$ cat src/logic/lsa_pkg.sv
// Package with the register map, field positions and carrier types of the link status block.
// Behaviour
// (RULE1) Hold a 7-bit alias; traffic to it is rewritten to the stored target address; the code blocks it instead while the target is zero.
// (RULE2) An alias field of zero blocks all access to the remote target.
// (RULE3) Count back-channel CRC errors in 16 read-only bits, low and high byte.
// (RULE4) The error-reset control clears both counter bytes.
// (RULE5) Loss of link sets status bit 4, held until the error-reset control.
// (RULE6) CRC errors during self-test set status bit 3.
// (RULE7) Link loss, self-test restart or error-reset clear status bit 3.
// (RULE8) Status bit 2 shows whether a valid input pixel clock is present.
// (RULE9) CRC errors during normal traffic set status bit 1.
// (RULE10) Link loss or error-reset clear status bit 1.
// (RULE11) Status bit 0 shows whether the cable link is detected.
// (RULE12) Software writes to counter, status and reserved bits are ignored.
package lsa_pkg;

    localparam int          ADDR_W         = 8;
    localparam int          DATA_W         = 32;

    // Register indices; the byte address is four times the index.
    localparam logic [5:0]  IDX_TARGET     = 6'h07;
    localparam logic [5:0]  IDX_ALIAS      = 6'h08;
    localparam logic [5:0]  IDX_CRC_LO     = 6'h0a;
    localparam logic [5:0]  IDX_CRC_HI     = 6'h0b;
    localparam logic [5:0]  IDX_STATUS     = 6'h0c;
    localparam logic [5:0]  IDX_INT_STAT   = 6'h10;
    localparam logic [5:0]  IDX_INT_MASK   = 6'h11;

    // Fields of the general status register.
    localparam int          ST_LINK_DET    = 0;
    localparam int          ST_REMOTE_CRC  = 1;
    localparam int          ST_CLK_PRESENT = 2;
    localparam int          ST_SELFTEST    = 3;
    localparam int          ST_LINK_LOST   = 4;

    // Fields of the interrupt status and mask registers.
    localparam int          IRQ_LINK_LOST  = 0;
    localparam int          IRQ_SELFTEST   = 1;
    localparam int          IRQ_REMOTE_CRC = 2;
    localparam int          IRQ_W          = 3;

    localparam logic [6:0]  ALIAS_RESET    = 7'h00;
    localparam logic [6:0]  TARGET_RESET   = 7'h00;
    localparam logic [15:0] CRC_RESET      = 16'h0000;
    localparam logic [15:0] CRC_MAX        = 16'hffff;
    localparam logic [2:0]  MASK_RESET     = 3'h0;

    localparam logic [1:0]  RESP_OKAY      = 2'h0;
    localparam logic [1:0]  RESP_DECERR    = 2'h3;

    typedef struct packed {
        logic       valid;
        logic [6:0] addr;
    } lsa_i2c_req_t;

    typedef struct packed {
        logic       valid;
        logic       hit;
        logic       blocked;
        logic [6:0] addr;
    } lsa_i2c_fwd_t;

    typedef struct packed {
        logic link_lost;
        logic selftest_crc_fault;
        logic input_clock_present;
        logic remote_crc_fault;
        logic link_detect;
    } lsa_status_t;

endpackage

$ cat src/logic/lsa_top.sv
// Link status, CRC error counter and remote alias registers behind an AXI4-Lite slave.
`timescale 1ns/1ps
module lsa_top
    import lsa_pkg::*;
(
    input  wire logic                aclk,
    input  wire logic                aresetn,
    input  wire logic [ADDR_W-1:0]   s_axi_awaddr,
    input  wire logic                s_axi_awvalid,
    output logic                     s_axi_awready,
    input  wire logic [DATA_W-1:0]   s_axi_wdata,
    input  wire logic [3:0]          s_axi_wstrb,
    input  wire logic                s_axi_wvalid,
    output logic                     s_axi_wready,
    output logic [1:0]               s_axi_bresp,
    output logic                     s_axi_bvalid,
    input  wire logic                s_axi_bready,
    input  wire logic [ADDR_W-1:0]   s_axi_araddr,
    input  wire logic                s_axi_arvalid,
    output logic                     s_axi_arready,
    output logic [DATA_W-1:0]        s_axi_rdata,
    output logic [1:0]               s_axi_rresp,
    output logic                     s_axi_rvalid,
    input  wire logic                s_axi_rready,
    input  wire logic                link_detect_pin,
    input  wire logic                input_clock_present_pin,
    input  wire logic                link_loss_evt,
    input  wire logic                crc_err_evt,
    input  wire logic                selftest_active,
    input  wire logic                selftest_restart,
    input  wire logic                err_reset,
    input  lsa_i2c_req_t             i2c_req,
    output lsa_i2c_fwd_t             i2c_fwd,
    output logic                     irq
);

    function automatic logic [5:0] reg_index(input logic [ADDR_W-1:0] a);
        reg_index = a[7:2];
    endfunction

    function automatic logic index_mapped(input logic [5:0] idx);
        index_mapped = (idx == IDX_TARGET) || (idx == IDX_ALIAS) ||
                       (idx == IDX_CRC_LO) || (idx == IDX_CRC_HI) ||
                       (idx == IDX_STATUS) || (idx == IDX_INT_STAT) ||
                       (idx == IDX_INT_MASK);
    endfunction

    // Pin inputs cross into aclk through two flip-flops.
    logic [1:0]        link_sync_r;
    logic [1:0]        clk_sync_r;

    logic [6:0]        alias_r;
    logic [6:0]        target_r;
    logic [15:0]       crc_cnt_r;
    lsa_status_t       status_r;
    logic [IRQ_W-1:0]  int_stat_r;
    logic [IRQ_W-1:0]  int_mask_r;
    logic              irq_r;
    lsa_i2c_fwd_t      fwd_r;

    logic              aw_held_r;
    logic              w_held_r;
    logic [5:0]        aw_idx_r;
    logic [DATA_W-1:0] wdata_r;
    logic [3:0]        wstrb_r;
    logic              awready_r;
    logic              wready_r;
    logic              bvalid_r;
    logic [1:0]        bresp_r;
    logic              arready_r;
    logic              rvalid_r;
    logic [DATA_W-1:0] rdata_r;
    logic [1:0]        rresp_r;

    // Write channel handshakes; address and data may arrive in either order.
    wire               aw_take     = s_axi_awvalid && awready_r;
    wire               w_take      = s_axi_wvalid && wready_r;
    wire               wr_fire     = aw_held_r && w_held_r && !bvalid_r;
    wire               aw_held_nxt = aw_held_r ? !wr_fire : aw_take;
    wire               w_held_nxt  = w_held_r ? !wr_fire : w_take;
    wire               b_done      = bvalid_r && s_axi_bready;
    wire               bvalid_nxt  = wr_fire || (bvalid_r && !s_axi_bready);
    wire               wr_lane0    = wr_fire && wstrb_r[0];
    wire               wr_mapped   = index_mapped(aw_idx_r);

    wire               wr_alias    = wr_lane0 && (aw_idx_r == IDX_ALIAS);
    wire               wr_target   = wr_lane0 && (aw_idx_r == IDX_TARGET);
    wire               wr_int_stat = wr_lane0 && (aw_idx_r == IDX_INT_STAT);
    wire               wr_int_mask = wr_lane0 && (aw_idx_r == IDX_INT_MASK);

    // Read channel: one read at a time, arready drops while the answer waits.
    wire               ar_take     = s_axi_arvalid && arready_r;
    wire               rvalid_nxt  = ar_take || (rvalid_r && !s_axi_rready);
    wire [5:0]         ar_idx      = reg_index(s_axi_araddr);
    wire               rd_mapped   = index_mapped(ar_idx);

    wire               link_now    = link_sync_r[1];
    wire               clk_now     = clk_sync_r[1];

    // Self-test and normal traffic errors are told apart by the self-test state.
    wire               st_crc_set  = crc_err_evt && selftest_active;
    wire               rem_crc_set = crc_err_evt && !selftest_active;

    // RULE3 RULE4 counter step.
    // The counter saturates so a long error burst never wraps back to a small value.
    wire [15:0]        crc_inc     = (crc_cnt_r == CRC_MAX) ? CRC_MAX : crc_cnt_r + 16'h0001;
    wire [15:0]        crc_cnt_nxt = crc_err_evt ? (err_reset ? 16'h0001 : crc_inc) :
                                     (err_reset ? CRC_RESET : crc_cnt_r);

    // RULE5 link lost flag.
    // A fresh loss in the clearing cycle wins so the event is not lost.
    wire               lost_nxt    = link_loss_evt || (status_r.link_lost && !err_reset);

    // RULE6 RULE7 self-test fault.
    wire               st_clear    = link_loss_evt || selftest_restart || err_reset;
    wire               st_nxt      = st_crc_set || (status_r.selftest_crc_fault && !st_clear);

    // RULE9 RULE10 remote fault.
    wire               rem_clear   = link_loss_evt || err_reset;
    wire               rem_nxt     = rem_crc_set || (status_r.remote_crc_fault && !rem_clear);

    wire [IRQ_W-1:0]   int_events  = {rem_crc_set, st_crc_set, link_loss_evt};
    wire [IRQ_W-1:0]   int_w1c     = wr_int_stat ? wdata_r[IRQ_W-1:0] : {IRQ_W{1'b0}};
    wire [IRQ_W-1:0]   int_stat_nxt = int_events | (int_stat_r & ~int_w1c);

    // RULE1 alias match.
    wire               alias_match = i2c_req.valid && (i2c_req.addr == alias_r);
    // RULE2 alias zero block.
    // A zero target address is treated as disabled as well, so no request is rewritten to address zero.
    wire               alias_open  = (alias_r != 7'h00) && (target_r != 7'h00);
    wire               fwd_hit     = alias_match && alias_open;
    wire               fwd_block   = i2c_req.valid && !alias_open &&
                                     ((alias_r == 7'h00) || alias_match);

    wire [7:0]         status_byte = {3'h0, status_r};
    wire [7:0]         rd_byte     =
        (ar_idx == IDX_TARGET)   ? {target_r, 1'b0} :
        (ar_idx == IDX_ALIAS)    ? {alias_r, 1'b0} :
        (ar_idx == IDX_CRC_LO)   ? crc_cnt_r[7:0] :
        (ar_idx == IDX_CRC_HI)   ? crc_cnt_r[15:8] :
        (ar_idx == IDX_STATUS)   ? status_byte :
        (ar_idx == IDX_INT_STAT) ? {5'h00, int_stat_r} :
        (ar_idx == IDX_INT_MASK) ? {5'h00, int_mask_r} : 8'h00;

    always_ff @(posedge aclk) begin
        if (!aresetn) begin
            link_sync_r <= 2'h0;
            clk_sync_r  <= 2'h0;
        end else begin
            link_sync_r <= {link_sync_r[0], link_detect_pin};
            clk_sync_r  <= {clk_sync_r[0], input_clock_present_pin};
        end
    end

    always_ff @(posedge aclk) begin
        if (!aresetn) begin
            aw_held_r <= 1'b0;
            w_held_r  <= 1'b0;
            awready_r <= 1'b0;
            wready_r  <= 1'b0;
            bvalid_r  <= 1'b0;
            bresp_r   <= RESP_OKAY;
        end else begin
            aw_held_r <= aw_held_nxt;
            w_held_r  <= w_held_nxt;
            awready_r <= !aw_held_nxt;
            wready_r  <= !w_held_nxt;
            bvalid_r  <= bvalid_nxt;
            if (wr_fire) begin
                bresp_r <= wr_mapped ? RESP_OKAY : RESP_DECERR;
            end
        end
    end

    always_ff @(posedge aclk) begin
        if (!aresetn) begin
            aw_idx_r <= 6'h00;
            wdata_r  <= 32'h0000_0000;
            wstrb_r  <= 4'h0;
        end else begin
            if (aw_take) begin
                aw_idx_r <= reg_index(s_axi_awaddr);
            end
            if (w_take) begin
                wdata_r <= s_axi_wdata;
                wstrb_r <= s_axi_wstrb;
            end
        end
    end

    always_ff @(posedge aclk) begin
        if (!aresetn) begin
            arready_r <= 1'b0;
            rvalid_r  <= 1'b0;
            rdata_r   <= 32'h0000_0000;
            rresp_r   <= RESP_OKAY;
        end else begin
            arready_r <= !rvalid_nxt;
            rvalid_r  <= rvalid_nxt;
            if (ar_take) begin
                rdata_r <= {24'h000000, rd_byte};
                rresp_r <= rd_mapped ? RESP_OKAY : RESP_DECERR;
            end
        end
    end

    // RULE12 writable fields only.
    // Only the alias, target and interrupt registers take writes; other bits keep hardware values.
    always_ff @(posedge aclk) begin
        if (!aresetn) begin
            alias_r    <= ALIAS_RESET;
            target_r   <= TARGET_RESET;
            int_mask_r <= MASK_RESET;
        end else begin
            if (wr_alias) begin
                alias_r <= wdata_r[7:1];
            end
            if (wr_target) begin
                target_r <= wdata_r[7:1];
            end
            if (wr_int_mask) begin
                int_mask_r <= wdata_r[IRQ_W-1:0];
            end
        end
    end

    // Counter and status update
    always_ff @(posedge aclk) begin
        if (!aresetn) begin
            crc_cnt_r  <= CRC_RESET;
            status_r   <= '0;
            int_stat_r <= '0;
            irq_r      <= 1'b0;
        end else begin
            crc_cnt_r                    <= crc_cnt_nxt;
            status_r.link_lost           <= lost_nxt;
            status_r.selftest_crc_fault  <= st_nxt;
            status_r.remote_crc_fault    <= rem_nxt;
            // RULE8 live clock presence.
            status_r.input_clock_present <= clk_now;
            // RULE11 live link detect.
            status_r.link_detect         <= link_now;
            int_stat_r                   <= int_stat_nxt;
            irq_r                        <= |(int_stat_nxt & int_mask_r);
        end
    end

    // RULE1 forwarding decision.
    // The decision is registered, so the forwarded address lags the request by one cycle.
    always_ff @(posedge aclk) begin
        if (!aresetn) begin
            fwd_r <= '0;
        end else begin
            fwd_r.valid   <= i2c_req.valid;
            fwd_r.hit     <= fwd_hit;
            fwd_r.blocked <= fwd_block;
            fwd_r.addr    <= fwd_hit ? target_r : i2c_req.addr;
        end
    end

    assign s_axi_awready = awready_r;
    assign s_axi_wready  = wready_r;
    assign s_axi_bvalid  = bvalid_r;
    assign s_axi_bresp   = bresp_r;
    assign s_axi_arready = arready_r;
    assign s_axi_rvalid  = rvalid_r;
    assign s_axi_rdata   = rdata_r;
    assign s_axi_rresp   = rresp_r;
    assign i2c_fwd       = fwd_r;
    assign irq           = irq_r;

endmodule

$ cat config.mk
export PLATFORM = sky130hd
export DESIGN_NAME = lsa_top
export DESIGN_NICKNAME = d
export VERILOG_FILES = /design/src/logic/lsa_pkg.sv /design/src/logic/lsa_top.sv
export SDC_FILE = /design/constraint.sdc
export NUM_CORES = 1
export LEC_CHECK = 0
export BUFFER_PORTS_ARGS = -buffer_cell sky130_fd_sc_hd__buf_2
export CAP_MARGIN = 25
export CORE_UTILIZATION = 36
export DETAILED_ROUTE_END_ITERATION = 6
export GPL_TIMING_DRIVEN = 0
export PLACE_DENSITY = 0.61
export SYNTH_ARGS = -nofsm -noshare
export SYNTH_HDL_FRONTEND = slang
export SYNTH_SLANG_ARGS = --single-unit
$ cat constraint.sdc
create_clock -name aclk -period 3.7 [get_ports aclk]
set_input_delay 0.185 -clock aclk [delete_from_list [all_inputs] [get_ports aclk]]
set_output_delay 0.185 -clock aclk [all_outputs]
set_load 0.05 [all_outputs]
# --- Word level (Yosys, flattened, before mapping) ---
# Cells that the tools add are included.
classes:
  n_addsub: 1
  mul: 0
  n_div: 0
  n_lt_le_gt_ge: 0
  eq_ne: 16
  n_shift: 0
  n_mux: 17
  bitwise_logic: 4
  reduce_logical: 60
op_table:
  columns: ["operator", "n"]
  rows:
  - ["2-to-1 mux 16 bit", 4]
  - ["equality test 6 x 4 -> 1 bit, second input constant", 8]
  - ["2-to-1 mux 8 bit", 4]
  - ["equality test 6 x 5 -> 1 bit, second input constant", 4]
  - ["logical AND 1 bit", 22]
  - ["logical OR 1 bit", 21]
  - ["adder 16 x 1 -> 16 bit, second input constant", 1]
  - ["equality test 16 bit, second input constant", 1]
  - ["nonzero test 7 bit", 2]
  - ["equality test 6 x 3 -> 1 bit, second input constant", 2]
  - ["logical NOT 1 bit", 12]
  - ["2-to-1 mux 3 bit", 3]
  - ["equality test 7 bit", 1]
  - ["logical NOT 7 bit", 1]
  - ["2-to-1 mux 7 bit", 1]
  - ["bitwise AND 3 bit", 2]
  - ["2-to-1 mux 5 bit", 1]
  - ["2-to-1 mux 2 bit", 2]
  - ["NOT 3 bit", 1]
  - ["OR 3 bit", 1]
  - ["OR reduction 3 bit", 1]
  - ["2-to-1 mux 1 bit", 2]
  - ["nonzero test 2 bit", 1]
totals:
  reg_bits: 90
  latchBits: 0
  ram_bits: 0
  mem_bits_ro: 0
  in_bits: 74
  output_inout_bits: 52
  wordCells: 128
  mem_count: 0

# --- Logic depth before layout (Yosys ltp) ---
# Gate-level depths: netlist (run 1).
depth:
  word_depth: 10
  depth_mapped: 7
  mapped_depth_nobuf: 6

# --- Worst setup path after synthesis (run 1) ---
# No wires, ideal clock.
synth_path:
  path_kind: "reg2reg"
  startpoint: "register bvalid_r, in the netlist s_axi_bvalid"
  endpoint: "register alias_r[0]"
  setup_time_ns: 0.128
  arrival_time_ns: 1.860
  required_ns: 3.572
  setup_slack_ns: 1.712
  stages_incl_launch_ff: 6
  n_path_buf: 0
  synth_period_minus_slack_ns: 1.988
  path_cell_list: "dfxtp_1 nand3b_1 or2_4 nor4_4 mux2i_1 nor2_1"
synth_via:
  elab_chain_cells: 4
synth_lines:
  columns: ["item", "line_no", "rtl"]
  rows:
  - ["from (decl)", "lsa_top.sv:68", "logic bvalid_r;"]
  - ["from (signal assigned)", "lsa_top.sv:168", "bvalid_r <= bvalid_nxt;"]
  - ["logical NOT 1 bit", "lsa_top.sv:78", "wire wr_fire = aw_held_r && w_held_r && !bvalid_r;"]
  - ["logical AND 1 bit", "lsa_top.sv:78", null]
  - ["logical AND 1 bit", "lsa_top.sv:83", "wire wr_lane0 = wr_fire && wstrb_r[0];"]
  - ["logical AND 1 bit", "lsa_top.sv:86", "wire wr_alias = wr_lane0 && (aw_idx_r == IDX_ALIAS);"]
  - ["to (signal assigned)", "lsa_top.sv:216", "alias_r <= wdata_r[7:1];"]
  - ["to (decl)", "lsa_top.sv:52", "logic [6:0] alias_r;"]
# No other way between the ends.
# A chain may end at the register's enable or synchronous reset.

# --- Final worst setup path (run 1) ---
layout_path:
  startpoint: "register aw_idx_r[4]"
  endpoint: "register irq_r, in the netlist irq"
layout_via:
  elab_chain_cells: 8
layout_lines:
  columns: ["item", "line_no", "rtl"]
  rows:
  - ["from (decl)", "lsa_top.sv:63", "logic [5:0] aw_idx_r;"]
  - ["from (signal assigned)", "lsa_top.sv:182", "aw_idx_r <= reg_index(s_axi_awaddr);"]
  - ["equality test 6 x 5 -> 1 bit", "lsa_top.sv:88", "wire wr_int_stat = wr_lane0 && (aw_idx_r == IDX_INT_STAT);"]
  - ["logical AND 1 bit", "lsa_top.sv:88", null]
  - ["2-to-1 mux 3 bit", "lsa_top.sv:123", "wire [IRQ_W-1:0] int_w1c = wr_int_stat ? wdata_r[IRQ_W-1:0] : {IRQ_W{1'b0}};"]
  - ["NOT 3 bit", "lsa_top.sv:124", "wire [IRQ_W-1:0] int_stat_nxt = int_events | (int_stat_r & ~int_w1c);"]
  - ["bitwise AND 3 bit", "lsa_top.sv:124", null]
  - ["OR 3 bit", "lsa_top.sv:124", null]
  - ["bitwise AND 3 bit", "lsa_top.sv:244", "irq_r <= |(int_stat_nxt & int_mask_r);"]
  - ["OR reduction 3 bit", "lsa_top.sv:244", null]
  - ["to (signal assigned)", "lsa_top.sv:244", null]
  - ["to (decl)", "lsa_top.sv:58", "logic irq_r;"]
# No other way between the ends.

==> results.yml, run 1 <==
placement:
  placed_area_um2: 4620
  place_congestion: 0.873
  hpwl_um: 7530
  pre_cts_slack_ns: 1.55
  place_inst: 692
  io_buffers: 69
final_layout:
  stdcell_area_um2: 4810
  final_util_pct: 44.4
  n_fill_cell: 1095
  final_common_cell: "dfxtp_1"
  final_nets: 638
  final_cells: 708
  antenna_cells: 0
  area_growth_pct: 19.8
  final_cell_mix: "88 x dfxtp_1, 71 x buf_2, 57 x nand2_1, 38 x nor2_1, 35 x a21oi_1"
  drive_gt1_share_pct: 22.0
power:
  vdd_drop_max_mv: 0.170
  combPwrFrac_pct: 14.3
  pwr-share-clk_pct: 33.6
  pwr-share-seq_pct: 52.1
  total_power_mw: 1.92
  p_sw_share_pct: 31.3
  leakagePower_nw: 1.98
  p_int_mw: 1.32
  power.density_nw_per_um2: 400
  switching_power_mw: 0.602
sta:
  rsz0062_at_grt: "false"
  worst_pin_slew_ns: 0.816
  slew_headroom_pct: 45.1
  setup_viol: 0
  timing.hold.ws_ns: 0.0201
  finalSetupTns_ns: 0
  period_share_pct: 58.7
  fin_ws_ns: 1.53
  slew_viol_final: 0
  fmax_mhz: 461
  period_minus_slack_ns: 2.17
  finClkSkew_ns: 0.00810
  hold_viol_final: 0
clock_tree:
  htreeDepth: 3
  clkSinkCount: 88
  post_cts_resized: 0
  cts-buffers-inserted: 9
  clk_pin_slew_ns: 0.09
  tritoncts: "built"
  cts_setup_buffers: 0
  clockRootBuffer: "clkbuf_8"
  cts_hold_buf: 0
  clk-insertion-delay-late_ns: 0.37
  clk_path_buf_depth: 2
synthesis:
  yosysTopAreaCell: "dfxtp_1"
  async_flop_share_pct: 0
  ys_ff_latch: 88
  netlist.area_leader.share_pct: 43.9
  synth_warnings: 0
  synth_area_um2: 4020
  synth_cells: 460
  synth-edff-count: 0
  synth_area_leaders: "dfxtp_1 44%, mux2i_1 7.2%, nand2_1 5.3%"
  ys_types: 61
  postSynthAreaPerCell_um2: 8.73
  ys_seq_area_share_pct: 43.9
  synthFlopType: "dfxtp_1"
die:
  initial_core_util_pct: 37.0
  rows: 38
  pin_count: 126
  die_area_um2: 11600
  core_um2: 10800
  die_h_um: 108
  dieWidth_um: 108
worst_setup_path:
  cp_max_fo: 5
  rr_startpoint: "aw_idx_r[4]"
  cp.required_ns: 3.96
  path_cells: "or3b_1 > nor4_1 > a31oi_1 > a22oi_1 > nand2_1"
  worstSetupPathType: "reg2reg"
  ff2ff_setup_slack_ns: 1.53
  end_kind: "register"
  crit_slowest_cell: "nor4_1"
  cp.arrival_ns: 2.43
  r2r_end: "irq"
  rr_worst_depth: 5
  critPathMaxStageDelay_ns: 0.62
  startpoint_type: "register"
drt:
  drt_iter0_markers: 201
  ant_nets: 0
  route.detailed.drc: 0
  vias_per_cell: 5.07
  route.vias.total: 3588
  dr.pass1.iters: 4
  wire_per_inst_um: 14.0
  wirelength_um: 9900
run:
  maxCapViolCount: 0
worst_hold_path:
  whs_path_depth: 2
  min_path_type: "in2reg"
  hold_end: "link_sync_r[0]"
  min_from: "link_detect_pin"
global_routing:
  antenna_found_initial: 0
  grt_first_pass_wirelength_um: 15800
  grt_usage_pct: 17.6
  grt_pass1_vias: 3257
  grt.overflow.total: 0
  grt_max_degree: 18
outcome:
  outcome: "finished, final reports clean"
==> worst max path at each step <==
stage / start / end / slack (ns) / cells past startpoint
floorplan: s_axi_bvalid / alias_r[0] / 1.71 / 5
global placement: aw_idx_r[4] / irq / 1.60 / 5
detailed placement: aw_idx_r[4] / irq / 1.55 / 5
CTS: aw_idx_r[4] / irq / 1.52 / 5
global route: aw_idx_r[4] / irq / 1.40 / 5
finish: aw_idx_r[4] / irq / 1.53 / 5
==> flip-flops by register name (all words and copies together) (netlist names), 2 cells and up <==
signal and cells:
target_r 7, aw_idx_r 6, status_byte 5, s_axi_rdata 8, wdata_r 8, int_mask_r 3, clk_sync_r 2, link_sync_r 2
alias_r 7, i2c_fwd 10, crc_cnt_r 16, int_stat_r 3
==> cell usage after synthesis (2+ instances only) <==
master      n
and4_1      3
a22oi_1     3
o211ai_1    2
o22ai_1     2
nand2b_1    6
o21ai_0    25
nor2b_1     5
and2_1     13
a221oi_1    6
and4b_1     2
a41oi_1     2
and3_1      3
nand2_1    57
nand3b_1    2
mux2_2      3
o211a_1     2
a21oi_1    35
dfxtp_1    88
buf_4      26
nand4b_1    2
a211oi_1    3
nor2_1     38
clkbuf_1   14
mux2i_1    29
nor4_1      7
inv_1       7
xor2_1      6
nand3_1    14
nor3_1      6
buf_2       2
o2bb2ai_1   2
a31oi_1    11
nand4_1     5
or2_2       2
==> layout make-up <==
class	instances	area [µm²]	area share (%)
multi-input cells	343	2040	42.4
flip-flops and latches	88	1760	36.6
repair buffers	69	345	7.18
plain buffers	44	273	5.67
well taps	140	175	3.64
clock buffers	9	124	2.58
clock inverters	7	62.6	1.30
inverters	8	30.0	0.624
==> power groups by stage <==
stage / logic (mW) / clock network [mW] / registers [mW]
2_1_floorplan: 0.159 / 0 / 1.07
3_3_place_gp: 0.271 / 0 / 1.02
3_5_place_dp: 0.273 / 0 / 1.02
4_1_cts: 0.274 / 0.668 / 1.00
5_1_grt: 0.297 / 0.708 / 1.01
6_report: 0.275 / 0.647 / 1.00
==> critical path: cells and delay by family (launching register included) <==
family | cells | cell delay (ns)
simple gates | 3 | 1.14
compound gates | 2 | 0.43
flops | 1 | 0.49
==> kinds of logic after synthesis <==
family                   after synthesis  share of synthesized area [%]
AND/OR/NAND/NOR                      175                           22.4
flip-flops                            88                           43.9
multiplexers                          32                           8.07
adder cells (fa/ha/maj)                1                          0.311
buffers and inverters                 52                           7.54
other                                  1                         0.0934
AO/OA/AOI/OAI                        104                           16.2
XOR/XNOR                               7                           1.53
==> metal layers <==
layer | vias to the layer above | wire, µm | track usage, % | part of all wire, %
li1 | 1800 | - | - | -
met1 | 1647 | 4690 | 23.2 | 47
met4 | 0 | 205 | 7.34 | 2.1
met5 | - | 0 | 0 | 0
met2 | 122 | 4380 | 28.1 | 44
met3 | 19 | 627 | 3.45 | 6.3
Note: power is estimated with default switching activity, not from simulation.
==> run 2, diff against run 1 <==
==> constraint.sdc (replaced) <==
create_clock -name aclk -period 2.26 [get_ports aclk]
set_input_delay 0.113 -clock aclk [delete_from_list [all_inputs] [get_ports aclk]]
set_output_delay 0.113 -clock aclk [all_outputs]
set_load 0.05 [all_outputs]
==> run 2 against run 1 <==
Compared with the run above:
- register-to-register slack lost 1.3 ns
- flip-flop and latch count unchanged
- via count grew 3.2%
- highest routed layer unchanged
- hold slack better by 0.0034 ns
- combinational power is 76% higher
- clock skew about the same
- critical path type unchanged
==> results.yml, run 2 (synthesis results as in run 1) <==
drt:
  route.detailed.drc: 0
  wirelength_um: 10300
  drt_iter0_markers: 190
  wire_per_inst_um: 14.0
  vias_per_cell: 5.05
  dr.pass1.iters: 5
  ant_nets: 0
  route.vias.total: 3703
final_layout:
  antenna_cells: 0
  regMostFlops: "crc_cnt_r"
  final_nets: 663
  final_cell_mix: "88 x dfxtp_1, 71 x buf_2, 57 x nand2_1, 38 x nor2_1, 35 x a21oi_1"
  area_growth_pct: 26.1
  drive_gt1_share_pct: 21.2
  final_common_cell: "dfxtp_1"
  final_util_pct: 46.7
  stdcell_area_um2: 5070
  final_cells: 733
  n_fill_cell: 1071
  largest_reg_flops: 16
clock_tree:
  clkSinkCount: 88
  htreeDepth: 3
  cts-buffers-inserted: 9
  clk-insertion-delay-late_ns: 0.37
  tritoncts: "built"
  clk_pin_slew_ns: 0.09
  cts_setup_buffers: 0
  clockRootBuffer: "clkbuf_8"
  clk_path_buf_depth: 2
global_routing:
  global_route.usage.met3_pct: 3.33
  antenna_found_initial: 0
  grt.overflow.total: 0
  grt_pass1_vias: 3377
  grt_max_degree: 18
  grt_first_pass_wirelength_um: 16300
  grt_util_met2_pct: 30.2
  grt_usage_pct: 18.2
  met1_usage_pct: 23.5
  busiest_layer: "met2"
power:
  total_power_mw: 3.19
  power.density_nw_per_um2: 630
  leakagePower_nw: 2.08
  vdd_drop_max_mv: 0.279
worst_setup_path:
  cp_num_buf_inv: 1
  rr_worst_depth: 5
  path_cells: "nand4_1 > nor4_1 > nand4_1 > buf_2 > a311oi_1"
  worstSetupPathType: "reg2reg"
  startpoint_type: "register"
  ff2ff_setup_slack_ns: 0.23
  crit_family: "simple AND/OR/NAND/NOR gates"
  end_kind: "register"
  r2r_end: "crc_cnt_r[5]"
  cp_common_cell: "nand4_1"
  crit_slowest_cell: "dfxtp_1"
  cp.required_ns: 2.54
  crit_path_start: "crc_cnt_r[2]"
  critPathMaxStageDelay_ns: 0.47
  rr_startpoint: "crc_cnt_r[2]"
  cp_max_fo: 10
  cp.arrival_ns: 2.31
sta:
  rsz0062_at_grt: "false"
  slew_headroom_pct: 46.2
  finClkSkew_ns: 0.00841
  fmax_mhz: 493
  period_minus_slack_ns: 2.03
  setup_viol: 0
  fin_ws_ns: 0.233
  period_share_pct: 89.7
  slew_viol_final: 0
  timing.hold.ws_ns: 0.0235
  finalSetupTns_ns: 0
  worst_pin_slew_ns: 0.799
  hold_viol_final: 0
run:
  maxCapViolCount: 0
die:
  pin_count: 126
  core_um2: 10800
  initial_core_util_pct: 37.0
  die_area_um2: 11600
  rows: 38
  dieWidth_um: 108
  die_h_um: 108
worst_hold_path:
  min_from: "s_axi_bready"
  hold_end: "s_axi_bvalid"
  min_path_type: "in2reg"
  whs_path_depth: 3
placement:
  io_buffers: 69
  place_congestion: 0.873
  placed_area_um2: 4620
  place_inst: 692
  pre_cts_slack_ns: 0.112
  hpwl_um: 7530
outcome:
  outcome: "finished, final reports clean"
## run 2: cell types whose count changed in the layout (fill, tap and decap cells not counted)
cell / previous run / this run
dlygate4sd3_1: 0 / 25
nor4_1: 7 / 6
nor4_2: 0 / 1
## run 2: report_power, final
part	total (mW)	switching, mW	internal [mW]
combinational	0.485	0.321	0.164
clock	1.06	0.637	0.427
sequential	1.64	0.0385	1.60
## run 2: worst reg2reg max path: cells and delay by family, from the launching register on
family / cells / cell delay, ns
DFF: 1 / 0.47
and+or+nand+nor: 3 / 0.94
buffers and inverters: 1 / 0.25
AOI/OAI and AO/OA: 1 / 0.27
## run 2: area by class of cell
cell class,instances,area [µm²],share of cell area [%]
Inverter,8,30.0,0.593
Clock inverter,7,62.6,1.23
Sequential cell,88,1760,34.8
Buffer,44,273,5.38
Timing Repair Buffer,94,596,11.8
Tap cell,140,175,3.46
Clock buffer,9,124,2.45
Multi-Input combinational cell,343,2040,40.4
## run 2: per-layer routing
| layer | routed length, µm | vias up |
|---|---|---|
| li1 | - | 1853 |
| met3 | 651 | 17 |
| met5 | 0 | - |
| met1 | 4720 | 1710 |
| met4 | 169 | 0 |
| met2 | 4750 | 123 |
## run 2: how the worst max path moves through the flow
stage                               to  slack (ns)  depth (start not counted)
after global routing      crc_cnt_r[5]        0.03                          5
after detailed placement           irq        0.11                          5
after CTS                          irq        0.08                          5
after floorplan             alias_r[0]        0.27                          5
final                     crc_cnt_r[5]        0.23                          5
after global placement             irq        0.16                          5
## run 2: timing repair
| item | CTS | global route |
|---|---|---|
| hold endpoints to repair | 25 | 0 |
| endpoints found under the setup margin | 0 | 1 |
| hold buffers | 25 | 0 |
| gates resized for setup | 0 | 1 |
==> run 3, diff against run 2 <==
--- a/config.mk
+++ b/config.mk
@@ -7,6 +7,7 @@
 export LEC_CHECK = 0
 export BUFFER_PORTS_ARGS = -buffer_cell sky130_fd_sc_hd__buf_2
 export CAP_MARGIN = 25
+export CORE_ASPECT_RATIO = 1.5
 export CORE_UTILIZATION = 36
 export DETAILED_ROUTE_END_ITERATION = 6
 export GPL_TIMING_DRIVEN = 0
==> run 3 against run 2 <==
Compared with the run above:
- register-to-register slack lost 0.11 ns
- hold slack lost 0.014 ns
- via count shrank 3.1%
- combinational power shrank 4.9%
==> results.yml, run 3 (synthesis results as in run 1) <==
outcome:
  outcome: "finished, final reports clean"
placement:
  place_congestion: 0.867
  hpwl_um: 7940
  io_buffers: 69
  placed_area_um2: 4630
  place_inst: 696
sta:
  finClkSkew_ns: 0.00713
  period_share_pct: 94.4
  rsz0062_at_grt: "false"
  slew_headroom_pct: 53.6
  fmax_mhz: 469
  worst_pin_slew_ns: 0.690
  hold_viol_final: 0
  period_minus_slack_ns: 2.13
  slew_viol_final: 0
  finalSetupTns_ns: 0
  setup_viol: 0
clock_tree:
  htreeDepth: 3
  clk_pin_slew_ns: 0.06
  clk-insertion-delay-late_ns: 0.35
  tritoncts: "built"
  cts-buffers-inserted: 9
  clkSinkCount: 88
  clk_path_buf_depth: 2
  clockRootBuffer: "clkbuf_16"
  cts_setup_buffers: 0
global_routing:
  grt_util_met2_pct: 32.8
  met1_usage_pct: 20.5
  busiest_layer: "met2"
  antenna_found_initial: 0
  grt_max_degree: 16
  grt_first_pass_wirelength_um: 16600
  global_route.usage.met3_pct: 4.21
  grt_pass1_vias: 3416
  grt_usage_pct: 18.7
  grt.overflow.total: 0
final_layout:
  area_growth_pct: 26.3
  final_util_pct: 47.4
  final_nets: 642
  largest_reg_flops: 16
  final_common_cell: "dfxtp_1"
  drive_gt1_share_pct: 22.2
  stdcell_area_um2: 5070
  antenna_cells: 0
  final_cells: 716
  regMostFlops: "crc_cnt_r"
  final_cell_mix: "88 x dfxtp_1, 71 x buf_2, 57 x nand2_1, 38 x nor2_1, 35 x a21oi_1"
  n_fill_cell: 1068
die:
  die_area_um2: 11600
  core_um2: 10700
  rows: 46
  die_h_um: 131
  pin_count: 126
  initial_core_util_pct: 37.5
  dieWidth_um: 88.2
power:
  leakagePower_nw: 2.08
  total_power_mw: 4.03
  power.density_nw_per_um2: 794
  vdd_drop_max_mv: 0.391
drt:
  route.detailed.drc: 0
  wirelength_um: 10400
  drt_iter0_markers: 181
  dr.pass1.iters: 4
  vias_per_cell: 5.01
  wire_per_inst_um: 14.5
  route.vias.total: 3587
  ant_nets: 0
worst_setup_path:
  cp_max_fo: 10
  r2r_end: "crc_cnt_r[5]"
  rr_startpoint: "crc_cnt_r[6]"
  crit_end: "crc_cnt_r[5]"
  startpoint_type: "register"
  rr_worst_depth: 5
  cp.arrival_ns: 2.38
  end_kind: "register"
  worstSetupPathType: "reg2reg"
  cp.required_ns: 2.51
  ff2ff_setup_slack_ns: 0.13
  crit_path_start: "crc_cnt_r[6]"
run:
  maxCapViolCount: 0
worst_hold_path:
  min_path_type: "in2reg"
  whs_path_depth: 3
## run 3: worst min path at each step
stage	startpoint	end	slack, ns
detailed placement	input_clock_present_pin	clk_sync_r[0]	0.32
global placement	input_clock_present_pin	clk_sync_r[0]	0.33
global route	s_axi_wdata[4]	wdata_r[4]	0.02
floorplan	input_clock_present_pin	clk_sync_r[0]	0.24
CTS	s_axi_wdata[6]	wdata_r[6]	0.003
finish	s_axi_wdata[6]	wdata_r[6]	0.009
## run 3: timing repair
item / CTS / global route
endpoints found under the hold margin: 4 / 0
resized for setup: 0 / 2
setup endpoints to repair: 0 / 2
hold buffers: 4 / 0
## run 3: cell type report
| class | count | area, µm² | area share [%] |
|---|---|---|---|
| Clock inverter | 7 | 166 | 3.28 |
| Clock buffer | 9 | 225 | 4.44 |
| Inverter | 8 | 30.0 | 0.592 |
| Buffer | 44 | 273 | 5.38 |
| Multi-Input combinational cell | 343 | 2050 | 40.4 |
| Timing Repair Buffer | 73 | 385 | 7.60 |
| Tap cell | 144 | 180 | 3.55 |
| Sequential cell | 88 | 1760 | 34.7 |
## run 3: critical path: stages (launching register included)
cell and delay (ns):
dfxtp_1 0.48, nand4_1 0.26, nor4_2 0.45, nand4_1 0.27, buf_2 0.27, a311oi_1 0.30
## run 3: per-stage QoR
step,hold slack (ns),setup WS [ns]
finish,0.00939,0.127
CTS,0.00291,0.0426
global route,0.0204,0.0362
floorplan,0.240,0.272
global placement,0.325,0.0964
detailed placement,0.324,0.0563
## run 3: layer usage
metal	part of all wire, %	vias up
met3	4.6	22
met2	52	95
met5	0	-
met4	3.0	0
li1	-	1810
met1	40	1660
## run 3: where the power goes
| group | switching, mW | internal (mW) | total [mW] |
|---|---|---|---|
| sequential | 0.0371 | 1.60 | 1.64 |
| clock | 0.621 | 1.31 | 1.93 |
| combinational | 0.320 | 0.141 | 0.461 |
| total | 0.978 | 3.05 | 4.03 |
